**src/spar_pkg.sv**
```systemverilog
// spar_pkg: register map, field layouts, timing counts and types of the
// serial port with address recognition.
// assumes: CLOCK_I is the oscillator itself, 20 MHz.
package spar_pkg;

  // register indices, byte address is four times the index
  localparam logic [7:0] IDX_SCTL  = 8'h10;  // serial control register
  localparam logic [7:0] IDX_DATA  = 8'h11;  // tx write, rx read
  localparam logic [7:0] IDX_PCTL  = 8'h12;  // power control register
  localparam logic [7:0] IDX_BAUD  = 8'h13;  // variable rate reload
  localparam logic [7:0] IDX_ISTAT = 8'h14;  // sticky event status
  localparam logic [7:0] IDX_IMASK = 8'h15;  // event mask
  localparam logic [7:0] IDX_SLADR = 8'hA9;  // slave address
  localparam logic [7:0] IDX_SLMSK = 8'hB9;  // slave address mask

  // event status bit positions
  localparam int IRQ_TX   = 0;  // transmit done
  localparam int IRQ_RX   = 1;  // receive done
  localparam int IRQ_FERR = 2;  // framing error
  localparam int IRQ_W    = 3;

  // reset values
  localparam logic [7:0]       SCTL_RST  = 8'h00;
  localparam logic [7:0]       SLADR_RST = 8'h00;
  localparam logic [7:0]       SLMSK_RST = 8'h00;
  localparam logic [7:0]       BAUD_RST  = 8'h00;
  localparam logic [2:0]       PCTL_RST  = 3'h0;
  localparam logic [IRQ_W-1:0] IMASK_RST = 3'h0;

  // timing: oscillator periods per shift clock in standard speed
  localparam int         OSC_HZ       = 20_000_000;
  localparam int         SHIFT_T_STD  = 12;
  localparam int         OSC_PER_BASE = 2;  // standard speed halves
  localparam int         MC_BASE      = SHIFT_T_STD / OSC_PER_BASE;
  localparam logic [2:0] MC_LAST      = 3'(MC_BASE - 1);
  localparam logic [2:0] M0_RISE      = 3'(MC_BASE / 2);
  localparam logic [3:0] OVS_MID      = 4'h7;  // half of 16 ticks
  localparam logic [3:0] OVS_LAST     = 4'hF;  // 16 ticks per bit
  localparam logic [3:0] LAST_BIT8    = 4'h7;
  localparam logic [3:0] LAST_BIT9    = 4'h8;

  // port modes from the two mode select bits
  typedef enum logic [1:0] {
    MODE_SHIFT  = 2'b00,
    MODE_UART8  = 2'b01,
    MODE_UART9F = 2'b10,
    MODE_UART9V = 2'b11
  } spar_mode_t;

  typedef enum logic [1:0] {
    TX_IDLE  = 2'b00,
    TX_START = 2'b01,
    TX_DATA  = 2'b10,
    TX_STOP  = 2'b11
  } spar_txst_t;

  typedef enum logic [1:0] {
    RX_IDLE  = 2'b00,
    RX_START = 2'b01,
    RX_DATA  = 2'b10,
    RX_STOP  = 2'b11
  } spar_rxst_t;

  // serial control register layout, bit 7 first
  typedef struct packed {
    logic mode_select_hi;
    logic mode_select_lo;
    logic multiproc_enable;
    logic rx_enable;
    logic tx_ninth_bit;
    logic rx_ninth_bit;
    logic tx_done_flag;
    logic rx_done_flag;
  } spar_sctl_t;

  // power control register layout, bits 2..0
  typedef struct packed {
    logic baud_double;
    logic double_speed_select;
    logic framing_check_select;
  } spar_pctl_t;

  // timing events from the divider
  typedef struct packed {
    logic m0_lo;    // shift clock low phase
    logic m0_rise;  // shift clock rising edge
    logic m0_end;   // end of a shift bit
    logic ovs_fix;  // 16x tick, fixed rate
    logic ovs_var;  // 16x tick, variable rate
  } spar_ticks_t;

endpackage

```
**src/spar_baud.sv**
```systemverilog
// spar_baud: divides the oscillator into shift and 16x sample ticks.
// assumes: same clock and reset as the serial port top.
module spar_baud (
  input  wire logic               clk_i,
  input  wire logic               rst_i,
  input  wire logic               ce_i,
  input  wire logic               ds_i,
  input  wire logic               baud_dbl_i,
  input  wire logic [7:0]         reload_i,
  output spar_pkg::spar_ticks_t   ticks_o
);
  import spar_pkg::*;

  logic       div2_r, div2_nxt;  // oscillator divided by two
  logic       ds_r, ds_nxt;      // double speed, glitch free copy
  logic [2:0] mc_r, mc_nxt;      // base ticks within a shift bit
  logic       half_r, half_nxt;  // halves the fixed rate
  logic [7:0] var_r, var_nxt;    // variable rate divider
  logic       base;              // one base tick

  // next values of the divider chain
  always_comb begin
    div2_nxt = ~div2_r;
    // only taken as the divided clock rises
    ds_nxt   = (~div2_r) ? ds_i : ds_r;
    // double speed ticks every oscillator period
    base     = ds_r | div2_r;
    mc_nxt   = mc_r;
    half_nxt = half_r;
    var_nxt  = var_r;
    if (base) begin
      mc_nxt   = (mc_r == MC_LAST) ? 3'h0 : 3'(mc_r + 3'h1);
      half_nxt = ~half_r;
      var_nxt  = (var_r == reload_i) ? 8'h00 : 8'(var_r + 8'h01);
    end
    ticks_o.m0_lo   = (mc_r < M0_RISE);
    ticks_o.m0_rise = base & (mc_r == M0_RISE);
    ticks_o.m0_end  = base & (mc_r == MC_LAST);
    // mode 2: osc/64, or osc/32 with baud double; osc/32 or osc/16 in double speed
    ticks_o.ovs_fix = base & (baud_dbl_i | half_r);
    ticks_o.ovs_var = base & (var_r == reload_i);
  end

  // registers of the divider chain
  always_ff @(posedge clk_i or posedge rst_i) begin
    if (rst_i) begin
      div2_r <= 1'b0;
      ds_r   <= 1'b0;
      mc_r   <= 3'h0;
      half_r <= 1'b0;
      var_r  <= 8'h00;
    end else if (ce_i) begin
      div2_r <= div2_nxt;
      ds_r   <= ds_nxt;
      mc_r   <= mc_nxt;
      half_r <= half_nxt;
      var_r  <= var_nxt;
    end
  end

endmodule // spar_baud

```
**src/spar_uart.sv**
```systemverilog
// spar_uart: serial port with shift mode, three uart modes, framing
// check and slave address recognition, behind a wishbone slave.
// assumes: classic wishbone master on CLOCK_I; RXD_I is asynchronous.
// Operation
// - reset clears slave address and mask
// - bit 7 is framing error when checking
// - bit 7 is mode high otherwise
// - two mode bits select four modes
// - multiproc bit enables address recognition, not mode 0
// - receive enable gates reception
// - ninth tx bit sent in modes 2, 3
// - ninth rx bit stored in modes 2, 3
// - tx done at bit 8 end or stop start
// - rx done set at frame end, or at ninth bit in modes 2, 3 unless checking; software clears
// - shift clock is 12 or 6 periods
// - control register resets to zero
// - given address masks don't-care bits
// - broadcast address is address OR mask
// - command frame needs matching address
// - framing check tests stop, done at stop
//
// The implementer's own choice: register access over Wishbone.
module spar_uart (
  input  wire logic        CLOCK_I,
  input  wire logic        RST_I,
  input  wire logic        CE_I,
  input  wire logic        CYC_I,
  input  wire logic        STB_I,
  input  wire logic        WE_I,
  input  wire logic [9:0]  ADR_I,
  input  wire logic [3:0]  SEL_I,
  input  wire logic [31:0] DAT_I,
  output logic      [31:0] DAT_O,
  output logic             ACK_O,
  input  wire logic        RXD_I,
  output logic             RXD_O,
  output logic             RXD_OE_N_O,
  output logic             TXD_O,
  output logic             SER_IRQ_O,
  output logic             IRQ_O
);
  import spar_pkg::*;

  // given or broadcast address match
  function automatic logic addr_match(input logic [7:0] a,
                                      input logic [7:0] sa,
                                      input logic [7:0] se);
    logic [7:0] bc;
    bc = sa | se;
    addr_match = (((a ^ sa) & se) == 8'h00)
               | (((a ^ 8'hFF) & bc) == 8'h00);
  endfunction

  // modes with a ninth data bit
  function automatic logic is_nine(input spar_mode_t m);
    is_nine = (m == MODE_UART9F) | (m == MODE_UART9V);
  endfunction

  // register file
  spar_sctl_t       sctl_r, sctl_nxt;     // serial control register
  logic             ferr_r, ferr_nxt;     // framing error flag
  spar_pctl_t       pctl_r, pctl_nxt;     // power control register
  logic [7:0]       sladr_r, sladr_nxt;   // slave address
  logic [7:0]       slmsk_r, slmsk_nxt;   // slave address mask
  logic [7:0]       baud_r, baud_nxt;     // variable rate reload
  logic [7:0]       rxbuf_r, rxbuf_nxt;   // received byte
  logic [IRQ_W-1:0] istat_r, istat_nxt;   // sticky events
  logic [IRQ_W-1:0] imask_r, imask_nxt;   // event mask
  logic             ack_r, ack_nxt;       // bus answer
  logic [31:0]      dat_r, dat_nxt;       // bus read data
  logic             irq_r, irq_nxt;       // masked interrupt
  // bus decode
  logic [7:0]       idx;                  // register index
  logic             wr_go;                // write taken this edge
  logic             wr_data;              // write to data register
  logic [7:0]       rd_val;               // read mux
  spar_mode_t       mode;                 // current port mode
  spar_ticks_t      tk;                   // divider events
  // shift mode engine
  logic             m0_busy_r, m0_busy_nxt;
  logic             m0_dir_r, m0_dir_nxt;     // 1 receive
  logic             m0_pend_r, m0_pend_nxt;   // tx waiting
  logic [2:0]       m0_cnt_r, m0_cnt_nxt;
  logic [7:0]       m0_sh_r, m0_sh_nxt;
  logic             m0_dout_r, m0_dout_nxt;
  logic             m0_oen_r, m0_oen_nxt;
  logic             m0_td_ev, m0_rd_ev;
  // uart transmitter
  spar_txst_t       tx_st_r, tx_st_nxt;
  logic [8:0]       tx_sh_r, tx_sh_nxt;
  logic [3:0]       tx_cnt_r, tx_cnt_nxt;
  logic [3:0]       tx_ovs_r, tx_ovs_nxt;
  logic             txd_r, txd_nxt;
  logic             tx_td_ev, tx_tick;
  // uart receiver
  spar_rxst_t       rx_st_r, rx_st_nxt;
  logic [8:0]       rx_sh_r, rx_sh_nxt;
  logic [3:0]       rx_cnt_r, rx_cnt_nxt;
  logic [3:0]       rx_ovs_r, rx_ovs_nxt;
  logic             rxd_s1_r, rxd_s1_nxt;     // synchroniser stage 1
  logic             rxd_s2_r, rxd_s2_nxt;     // synchroniser stage 2
  logic             rxd_old_r, rxd_old_nxt;   // edge detect
  logic             rx_done, rx_nine, rx_rd_ev, rx_ferr_ev, rx_tick;
  logic [7:0]       rx_byte;

  assign idx     = ADR_I[9:2];
  assign mode    = spar_mode_t'({sctl_r.mode_select_hi,
                                 sctl_r.mode_select_lo});
  assign wr_go   = CYC_I & STB_I & WE_I & ack_r & SEL_I[0];
  assign wr_data = wr_go & (idx == IDX_DATA);
  assign DAT_O   = dat_r;
  assign ACK_O   = ack_r;
  assign RXD_O      = m0_dout_r;
  assign RXD_OE_N_O = m0_oen_r;
  assign TXD_O      = txd_r;
  assign IRQ_O      = irq_r;
  // one request for both done flags
  assign SER_IRQ_O  = sctl_r.tx_done_flag | sctl_r.rx_done_flag;

  // baud and shift clock divider
  spar_baud u_baud (
    .clk_i      (CLOCK_I),
    .rst_i      (RST_I),
    .ce_i       (CE_I),
    .ds_i       (pctl_r.double_speed_select),
    .baud_dbl_i (pctl_r.baud_double),
    .reload_i   (baud_r),
    .ticks_o    (tk)
  );

  // register read mux
  always_comb begin
    unique case (idx)
      // bit 7 shows the error flag while checking
      IDX_SCTL:  rd_val = {pctl_r.framing_check_select ? ferr_r
                           : sctl_r.mode_select_hi, sctl_r[6:0]};
      IDX_DATA:  rd_val = rxbuf_r;
      IDX_PCTL:  rd_val = {5'h00, pctl_r};
      IDX_BAUD:  rd_val = baud_r;
      IDX_ISTAT: rd_val = {5'h00, istat_r};
      IDX_IMASK: rd_val = {5'h00, imask_r};
      IDX_SLADR: rd_val = sladr_r;
      IDX_SLMSK: rd_val = slmsk_r;
      default:   rd_val = 8'h00;  // unmapped reads zero
    endcase
  end

  // next values of the bus slave and registers
  always_comb begin
    sctl_nxt  = sctl_r;
    ferr_nxt  = ferr_r;
    pctl_nxt  = pctl_r;
    sladr_nxt = sladr_r;
    slmsk_nxt = slmsk_r;
    baud_nxt  = baud_r;
    rxbuf_nxt = rxbuf_r;
    imask_nxt = imask_r;
    istat_nxt = istat_r;
    dat_nxt   = dat_r;
    // one wait state, dropped after one cycle
    ack_nxt   = CYC_I & STB_I & ~ack_r;
    if (CYC_I & STB_I & ~ack_r & ~WE_I) begin
      dat_nxt = {24'h000000, rd_val};
    end
    if (wr_go) begin
      unique case (idx)
        IDX_SCTL: begin
          sctl_nxt = spar_sctl_t'(DAT_I[7:0]);
          if (pctl_r.framing_check_select) begin
            // software may only clear the error
            sctl_nxt.mode_select_hi = sctl_r.mode_select_hi;
            ferr_nxt = ferr_r & DAT_I[7];
          end
        end
        IDX_PCTL:  pctl_nxt  = spar_pctl_t'(DAT_I[2:0]);
        IDX_BAUD:  baud_nxt  = DAT_I[7:0];
        IDX_ISTAT: istat_nxt = istat_r & ~DAT_I[IRQ_W-1:0];
        IDX_IMASK: imask_nxt = DAT_I[IRQ_W-1:0];
        IDX_SLADR: sladr_nxt = DAT_I[7:0];
        IDX_SLMSK: slmsk_nxt = DAT_I[7:0];
        default: ;  // data and unmapped writes store nothing here
      endcase
    end
    // hardware sets win over a clear in the same cycle
    if (m0_td_ev | tx_td_ev) begin
      sctl_nxt.tx_done_flag = 1'b1;
    end
    if (m0_rd_ev) begin
      sctl_nxt.rx_done_flag = 1'b1;
      rxbuf_nxt = m0_sh_nxt;                         // ninth bit unused
    end
    if (rx_rd_ev) begin
      sctl_nxt.rx_done_flag = 1'b1;
      sctl_nxt.rx_ninth_bit = rx_nine;
      rxbuf_nxt = rx_byte;
    end
    if (rx_ferr_ev) begin
      ferr_nxt = 1'b1;
    end
    istat_nxt[IRQ_TX]   = istat_nxt[IRQ_TX] | m0_td_ev | tx_td_ev;
    istat_nxt[IRQ_RX]   = istat_nxt[IRQ_RX] | m0_rd_ev | rx_rd_ev;
    istat_nxt[IRQ_FERR] = istat_nxt[IRQ_FERR] | rx_ferr_ev;
    irq_nxt = |(istat_nxt & imask_nxt);
  end

  // next values of the shift register mode engine
  always_comb begin
    m0_busy_nxt = m0_busy_r;
    m0_dir_nxt  = m0_dir_r;
    m0_pend_nxt = m0_pend_r;
    m0_cnt_nxt  = m0_cnt_r;
    m0_sh_nxt   = m0_sh_r;
    m0_td_ev    = 1'b0;
    m0_rd_ev    = 1'b0;
    if (!m0_busy_r) begin
      if (wr_data && mode == MODE_SHIFT) begin
        m0_pend_nxt = 1'b1;
        m0_sh_nxt   = DAT_I[7:0];
      end
      // frames start on a shift bit boundary
      if (tk.m0_end && mode == MODE_SHIFT) begin
        if (m0_pend_r) begin
          m0_busy_nxt = 1'b1;
          m0_dir_nxt  = 1'b0;
          m0_pend_nxt = 1'b0;
          m0_cnt_nxt  = 3'h0;
        end else if (sctl_r.rx_enable && !sctl_r.rx_done_flag) begin
          m0_busy_nxt = 1'b1;
          m0_dir_nxt  = 1'b1;
          m0_cnt_nxt  = 3'h0;
        end
      end
    end else begin
      // sample on the rising shift clock
      if (tk.m0_rise && m0_dir_r) begin
        m0_sh_nxt = {rxd_s2_r, m0_sh_r[7:1]};
      end
      if (tk.m0_end) begin
        if (!m0_dir_r) begin
          m0_sh_nxt = {1'b0, m0_sh_r[7:1]};
        end
        m0_cnt_nxt = 3'(m0_cnt_r + 3'h1);
        if (m0_cnt_r == 3'h7) begin
          // end of the eighth bit time
          m0_busy_nxt = 1'b0;
          m0_td_ev    = ~m0_dir_r;
          m0_rd_ev    = m0_dir_r;
        end
      end
    end
    // drive the data pin only while transmitting
    m0_oen_nxt  = ~(m0_busy_nxt & ~m0_dir_nxt);
    m0_dout_nxt = m0_oen_nxt | m0_sh_nxt[0];
  end

  // next values of the uart transmitter
  always_comb begin
    tx_st_nxt  = tx_st_r;
    tx_sh_nxt  = tx_sh_r;
    tx_cnt_nxt = tx_cnt_r;
    tx_ovs_nxt = tx_ovs_r;
    tx_td_ev   = 1'b0;
    tx_tick    = (mode == MODE_UART9F) ? tk.ovs_fix : tk.ovs_var;
    unique case (tx_st_r)
      TX_IDLE: begin
        if (wr_data && mode != MODE_SHIFT) begin
          tx_sh_nxt  = {sctl_r.tx_ninth_bit, DAT_I[7:0]};
          tx_st_nxt  = TX_START;
          tx_ovs_nxt = 4'h0;
          tx_cnt_nxt = 4'h0;
        end
      end
      TX_START: begin
        if (tx_tick) begin
          tx_ovs_nxt = 4'(tx_ovs_r + 4'h1);
          if (tx_ovs_r == OVS_LAST) begin
            tx_st_nxt = TX_DATA;
          end
        end
      end
      TX_DATA: begin
        if (tx_tick) begin
          tx_ovs_nxt = 4'(tx_ovs_r + 4'h1);
          if (tx_ovs_r == OVS_LAST) begin
            tx_sh_nxt  = {1'b1, tx_sh_r[8:1]};
            tx_cnt_nxt = 4'(tx_cnt_r + 4'h1);
            // eight bits, or nine in modes 2 and 3
            if (tx_cnt_r == (is_nine(mode) ? LAST_BIT9 : LAST_BIT8)) begin
              tx_st_nxt = TX_STOP;
              tx_td_ev  = 1'b1;
            end
          end
        end
      end
      TX_STOP: begin
        if (tx_tick) begin
          tx_ovs_nxt = 4'(tx_ovs_r + 4'h1);
          if (tx_ovs_r == OVS_LAST) begin
            tx_st_nxt = TX_IDLE;
          end
        end
      end
    endcase
    // shift clock in mode 0, serial data otherwise
    if (mode == MODE_SHIFT) begin
      txd_nxt = ~(m0_busy_r & tk.m0_lo);
    end else begin
      txd_nxt = (tx_st_nxt == TX_START) ? 1'b0
              : (tx_st_nxt == TX_DATA)  ? tx_sh_nxt[0] : 1'b1;
    end
  end

  // next values of the uart receiver
  always_comb begin
    rxd_s1_nxt  = RXD_I;
    rxd_s2_nxt  = rxd_s1_r;
    rxd_old_nxt = rxd_s2_r;
    rx_st_nxt   = rx_st_r;
    rx_sh_nxt   = rx_sh_r;
    rx_cnt_nxt  = rx_cnt_r;
    rx_ovs_nxt  = rx_ovs_r;
    rx_done     = 1'b0;
    rx_nine     = 1'b0;
    rx_ferr_ev  = 1'b0;
    rx_tick     = (mode == MODE_UART9F) ? tk.ovs_fix : tk.ovs_var;
    unique case (rx_st_r)
      RX_IDLE: begin
        // start bit edge, only while enabled
        if (sctl_r.rx_enable && mode != MODE_SHIFT &&
            rxd_old_r && !rxd_s2_r) begin
          rx_st_nxt  = RX_START;
          rx_ovs_nxt = 4'h0;
        end
      end
      RX_START: begin
        if (rx_tick) begin
          rx_ovs_nxt = 4'(rx_ovs_r + 4'h1);
          if (rx_ovs_r == OVS_MID) begin
            // a high line at mid start bit is a glitch
            rx_st_nxt  = rxd_s2_r ? RX_IDLE : RX_DATA;
            rx_ovs_nxt = 4'h0;
            rx_cnt_nxt = 4'h0;
          end
        end
      end
      RX_DATA: begin
        if (rx_tick) begin
          rx_ovs_nxt = 4'(rx_ovs_r + 4'h1);
          if (rx_ovs_r == OVS_LAST) begin
            rx_sh_nxt  = {rxd_s2_r, rx_sh_r[8:1]};
            rx_cnt_nxt = 4'(rx_cnt_r + 4'h1);
            if (rx_cnt_r == (is_nine(mode) ? LAST_BIT9 : LAST_BIT8)) begin
              rx_st_nxt = RX_STOP;
              // in modes 2 and 3, done at the last data bit unless checking
              rx_done = is_nine(mode) & ~pctl_r.framing_check_select;
              rx_nine = rxd_s2_r;
            end
          end
        end
      end
      RX_STOP: begin
        if (rx_tick) begin
          rx_ovs_nxt = 4'(rx_ovs_r + 4'h1);
          if (rx_ovs_r == OVS_LAST) begin
            rx_st_nxt = RX_IDLE;
            rx_ferr_ev = pctl_r.framing_check_select & ~rxd_s2_r;
            rx_done   = ~is_nine(mode) | pctl_r.framing_check_select;
            // mode 1 takes the stop bit in the ninth place
            rx_nine   = is_nine(mode) ? rx_sh_r[8] : rxd_s2_r;
          end
        end
      end
    endcase
    rx_byte = is_nine(mode) ? rx_sh_nxt[7:0] : rx_sh_nxt[8:1];
    // command frames must carry our address
    rx_rd_ev = rx_done & ~sctl_r.rx_done_flag &
               (~sctl_r.multiproc_enable |
                (rx_nine & addr_match(rx_byte, sladr_r, slmsk_r)));
  end

  // all state registers; reset clears the control registers
  always_ff @(posedge CLOCK_I or posedge RST_I) begin
    if (RST_I) begin
      sctl_r    <= spar_sctl_t'(SCTL_RST);
      ferr_r    <= 1'b0;
      pctl_r    <= spar_pctl_t'(PCTL_RST);
      sladr_r   <= SLADR_RST;
      slmsk_r   <= SLMSK_RST;
      baud_r    <= BAUD_RST;
      rxbuf_r   <= 8'h00;
      istat_r   <= 3'h0;
      imask_r   <= IMASK_RST;
      ack_r     <= 1'b0;
      dat_r     <= 32'h00000000;
      irq_r     <= 1'b0;
      m0_busy_r <= 1'b0;
      m0_dir_r  <= 1'b0;
      m0_pend_r <= 1'b0;
      m0_cnt_r  <= 3'h0;
      m0_sh_r   <= 8'h00;
      m0_dout_r <= 1'b1;
      m0_oen_r  <= 1'b1;
      tx_st_r   <= TX_IDLE;
      tx_sh_r   <= 9'h000;
      tx_cnt_r  <= 4'h0;
      tx_ovs_r  <= 4'h0;
      txd_r     <= 1'b1;
      rx_st_r   <= RX_IDLE;
      rx_sh_r   <= 9'h000;
      rx_cnt_r  <= 4'h0;
      rx_ovs_r  <= 4'h0;
      rxd_s1_r  <= 1'b1;
      rxd_s2_r  <= 1'b1;
      rxd_old_r <= 1'b1;
    end else if (CE_I) begin
      sctl_r    <= sctl_nxt;
      ferr_r    <= ferr_nxt;
      pctl_r    <= pctl_nxt;
      sladr_r   <= sladr_nxt;
      slmsk_r   <= slmsk_nxt;
      baud_r    <= baud_nxt;
      rxbuf_r   <= rxbuf_nxt;
      istat_r   <= istat_nxt;
      imask_r   <= imask_nxt;
      ack_r     <= ack_nxt;
      dat_r     <= dat_nxt;
      irq_r     <= irq_nxt;
      m0_busy_r <= m0_busy_nxt;
      m0_dir_r  <= m0_dir_nxt;
      m0_pend_r <= m0_pend_nxt;
      m0_cnt_r  <= m0_cnt_nxt;
      m0_sh_r   <= m0_sh_nxt;
      m0_dout_r <= m0_dout_nxt;
      m0_oen_r  <= m0_oen_nxt;
      tx_st_r   <= tx_st_nxt;
      tx_sh_r   <= tx_sh_nxt;
      tx_cnt_r  <= tx_cnt_nxt;
      tx_ovs_r  <= tx_ovs_nxt;
      txd_r     <= txd_nxt;
      rx_st_r   <= rx_st_nxt;
      rx_sh_r   <= rx_sh_nxt;
      rx_cnt_r  <= rx_cnt_nxt;
      rx_ovs_r  <= rx_ovs_nxt;
      rxd_s1_r  <= rxd_s1_nxt;
      rxd_s2_r  <= rxd_s2_nxt;
      rxd_old_r <= rxd_old_nxt;
    end
  end

endmodule // spar_uart

```
**config.mk**
```make
export PLATFORM = sky130hd
export DESIGN_NAME = spar_uart
export DESIGN_NICKNAME = d
export VERILOG_FILES = /design/src/spar_pkg.sv /design/src/spar_baud.sv /design/src/spar_uart.sv
export SDC_FILE = /design/constraint.sdc
export NUM_CORES = 1
export LEC_CHECK = 0
export ABC_AREA = 0
export BUFFER_PORTS_ARGS = -buffer_cell sky130_fd_sc_hd__buf_2
export CORE_ASPECT_RATIO = 1.25
export CORE_MARGIN = 8
export CORE_UTILIZATION = 37
export CTS_CLUSTER_SIZE = 8
export DETAILED_ROUTE_END_ITERATION = 16
export PLACE_DENSITY = 0.51
export SLEW_MARGIN = 5
export SYNTH_ARGS = -nofsm -noshare
export SYNTH_HDL_FRONTEND = slang
export SYNTH_SLANG_ARGS = --single-unit
```
**constraint.sdc**
```tcl
create_clock -name CLOCK_I -period 8.3 [get_ports CLOCK_I]
set_input_delay 0.415 -clock CLOCK_I [delete_from_list [all_inputs] [get_ports CLOCK_I]]
set_output_delay 0.415 -clock CLOCK_I [all_outputs]
set_load 0.02 [all_outputs]
```
==> flow_summary.yaml <==
logic_synthesis:
  ys_seq_area_share_pct: 41.0
  synth_edf_count: 0
  synth.area.top_cells: "dfrtp_1 (39%), mux2_2 (11%), nand2_1 (3.5%)"
  ys.flop_type: "dfrtp_1"
  ys_ff_latch: 132
  yosysTopAreaCellShare_pct: 39.0
  syn_area_sq_um: 8080
  ys_warn_count: 0
  yosysMostFrequentCell: "dfrtp_1"
  syn_inst: 835
  yosys.area.top_type: "dfrtp_1"
  async_flop_share_pct: 100
  yosys-top-cells-count: "dfrtp_1 (126), mux2_2 (76), nand2_1 (75)"
  syn_area_per_cell_sq_um: 9.68
  ys_types: 85
timing:
  finalSetupViolCount: 0
  period_needed_ns: 4.31
  slew_headroom_pct: 22.2
  worst-slew-pin-transition_ns: 1.15
  fmax_mhz: 232
  holdWs_ns: 0.0692
  final-hold-violation-count: 0
  post-route-period-util_pct: 51.9
  skew_ns: 0.00963
  fin_tns_setup_ns: 0
  slew_viol_final: 0
  rsz0062_at_grt: "no"
cells_and_area:
  num-fill-cells: 2161
  fin_util_pct: 41.7
  drive_above_1_share_pct: 21.6
  num_antenna_cells: 0
  fin_nets: 917
  final_cells: 1148
  area_delta_synth_final_pct: 10.9
hold_path:
  hold_path_class: "input pin to async pin"
clock_network:
  clock_latency_ns: 0.42
  cts_hold_buf: 0
  clock_sinks: 132
  cts_resized: 0
  cts_buffer_depth: 2
  h-tree-depth: 4
  clockRootBuffer: "clkbuf_16"
  clkSlewWorstSetupHoldPaths_ns: 0.06
  cts_tree: "built"
  post-cts-setup-buffer-count: 0
  numCtsBuffers: 17
floorplan:
  fp.dieH_um: 181
  rows: 60
  fp.dieW_um: 148
  start_util_pct: 37.6
  die_area_sq_um: 26800
  placeableCoreArea_sq_um: 21500
  ioPinCount: 91
flow_run:
  maxCapViolations: 0
placement:
  hpwl_um: 16800
  globalplace.congestion: 0.856
  dp_cells: 1116
  port_buffers: 37
setup_path:
  crit_path_start_kind: "flop"
  crit_type: "flop to flop"
  required_ns: 8.64
  cp-end-kind: "flop"
  crit_arrival_ns: 4.65
  cp_max_fo: 12
drt:
  wl_per_cell_um: 20.2
  num_vias: 6390
  initialDrtViolationCount: 460
  antenna_left: 0
  dr.pass1.iters: 5
  drc: 0
  drt-total-wl_um: 23100
  avgViaCountPerCell: 5.57
global_route:
  antenna_found_initial: 0
  gr-total-overflow: 0
  grt_pass1_vias: 6266
  grtUsageTotal_pct: 17.3
  grt_max_degree: 70
  grt_pass1_wl_um: 36200
pwr:
  p_leak_nw: 3.88
  peakVddDrop_v: 0.000138
  total_power_w: 0.00158
  p_per_area_nw_per_um2: 176
outcome:
  outcome: "complete, no violations"
[sequential cells by signal, summed over array words and instances, names as in the netlist, 3 cells and up, named ones only]
| signal | flops |
|---|---|
| m0_cnt_r | 3 |
| baud_r | 8 |
| imask_r | 3 |
| rxbuf_r | 8 |
| tx_sh_r | 9 |
| sctl_r | 6 |
| u_baud.var_r | 8 |
| pctl_r | 3 |
| tx_cnt_r | 4 |
| rx_cnt_r | 4 |
| u_baud.mc_r | 3 |
| rx_ovs_r | 4 |
| DAT_O | 8 |
| m0_sh_r | 8 |
| sladr_r | 8 |
| istat_r | 3 |
| tx_ovs_r | 4 |
| slmsk_r | 8 |
| rx_sh_r | 9 |
[through the flow]
step / area (sq um) / setup WS (ns)
6_report: 8960 / 3.99
3_5_place_dp: 8420 / 4.00
5_1_grt: 8960 / 3.74
3_3_place_gp: 8420 / 4.01
2_1_floorplan: 8170 / 4.37
4_1_cts: 8960 / 3.98
[metal layers]
metal	global-route usage (%)	part of all wire [%]	up-vias
met5	0	0	-
met4	6.79	2.5	0
met3	2.70	3.4	30
met2	29.2	50	132
met1	21.6	44	3167
li1	-	-	3061
[where the power goes]
group	switching (W)	internal [W]	leakage [nW]	total [W]
registers	0.0000276	0.000666	1.79	0.000694
clock network	0.000309	0.000395	0.258	0.000705
logic	0.000126	0.0000563	1.84	0.000182
[path summary, 6_finish.rpt]
kind / end / cells after the start / startpoint / slack (ns)
setup / recovery: rxbuf_r[4] / 11 / u_baud.var_r[4] / 3.99
hold / removal: tx_ovs_r[2] / 2 / RST_I / 0.07
setup reg to reg: rxbuf_r[4] / 11 / u_baud.var_r[4] / 3.99
hold reg to reg: DAT_O[0] / 1 / DAT_O[0] / 0.48
max in group asynchronous: istat_r[0] / 3 / RST_I / 6.89
min in group CLOCK_I: rxd_s1_r / 2 / RXD_I / 0.23
[kinds of logic (layout without fill, tap and decap cells)]
logic type / Yosys count / in the layout / share of synthesized area, %
muxes: 101 / 101 / 13.8
DFF: 132 / 132 / 41.0
buffers and inverters: 80 / 91 / 5.08
xor gates and xnor gates: 32 / 32 / 3.47
other: 1 / 24 / 0.0464
adders and majority gates: 8 / 8 / 1.24
AOI/OAI and AO/OA: 202 / 202 / 17.7
and+or+nand+nor: 279 / 279 / 17.6
[worst max-delay path: stages (launching register included)]
cell and delay [ns]:
dfrtp_1 0.43, xnor2_1 0.23, nand4_1 0.30, o21ai_1 0.21
buf_4 0.22, nand2_1 0.12, nor3_1 0.62, and4b_1 0.41
nand4b_1 0.13, o41ai_2 0.99, o21a_2 0.39, a2bb2oi_2 0.17
[area by class of cell]
class                           instances  area (sq um)  share of cell area [%]
Multi-Input combinational cell        646          4450                    49.7
Clock buffer                           20           447                    4.98
Clock inverter                         12          97.6                    1.09
Inverter                               13          53.8                   0.600
Tap cell                              279           349                    3.90
Sequential cell                       132          3310                    36.9
Timing Repair Buffer                   46           253                    2.82
[layout by cell type (no fill, tap or decap), types with 9 or more instances in the layout]
master / Yosys / routed
nand2_1: 75 / 75
nor2_1: 68 / 68
o21ai_0: 44 / 44
dfrtp_1: 126 / 126
buf_4: 25 / 9
nor2b_1: 10 / 10
buf_2: 1 / 37
conb_1: 1 / 24
nor3_1: 21 / 21
inv_1: 11 / 10
xnor2_1: 27 / 27
a21oi_1: 45 / 45
nand3_1: 32 / 32
mux2_2: 76 / 76
clkbuf_16: 0 / 17
o21ai_1: 9 / 9
a22oi_1: 16 / 16
mux2i_1: 24 / 24
nand4_1: 13 / 13
a31oi_1: 10 / 10
Power figures use the tool's default switching activity.
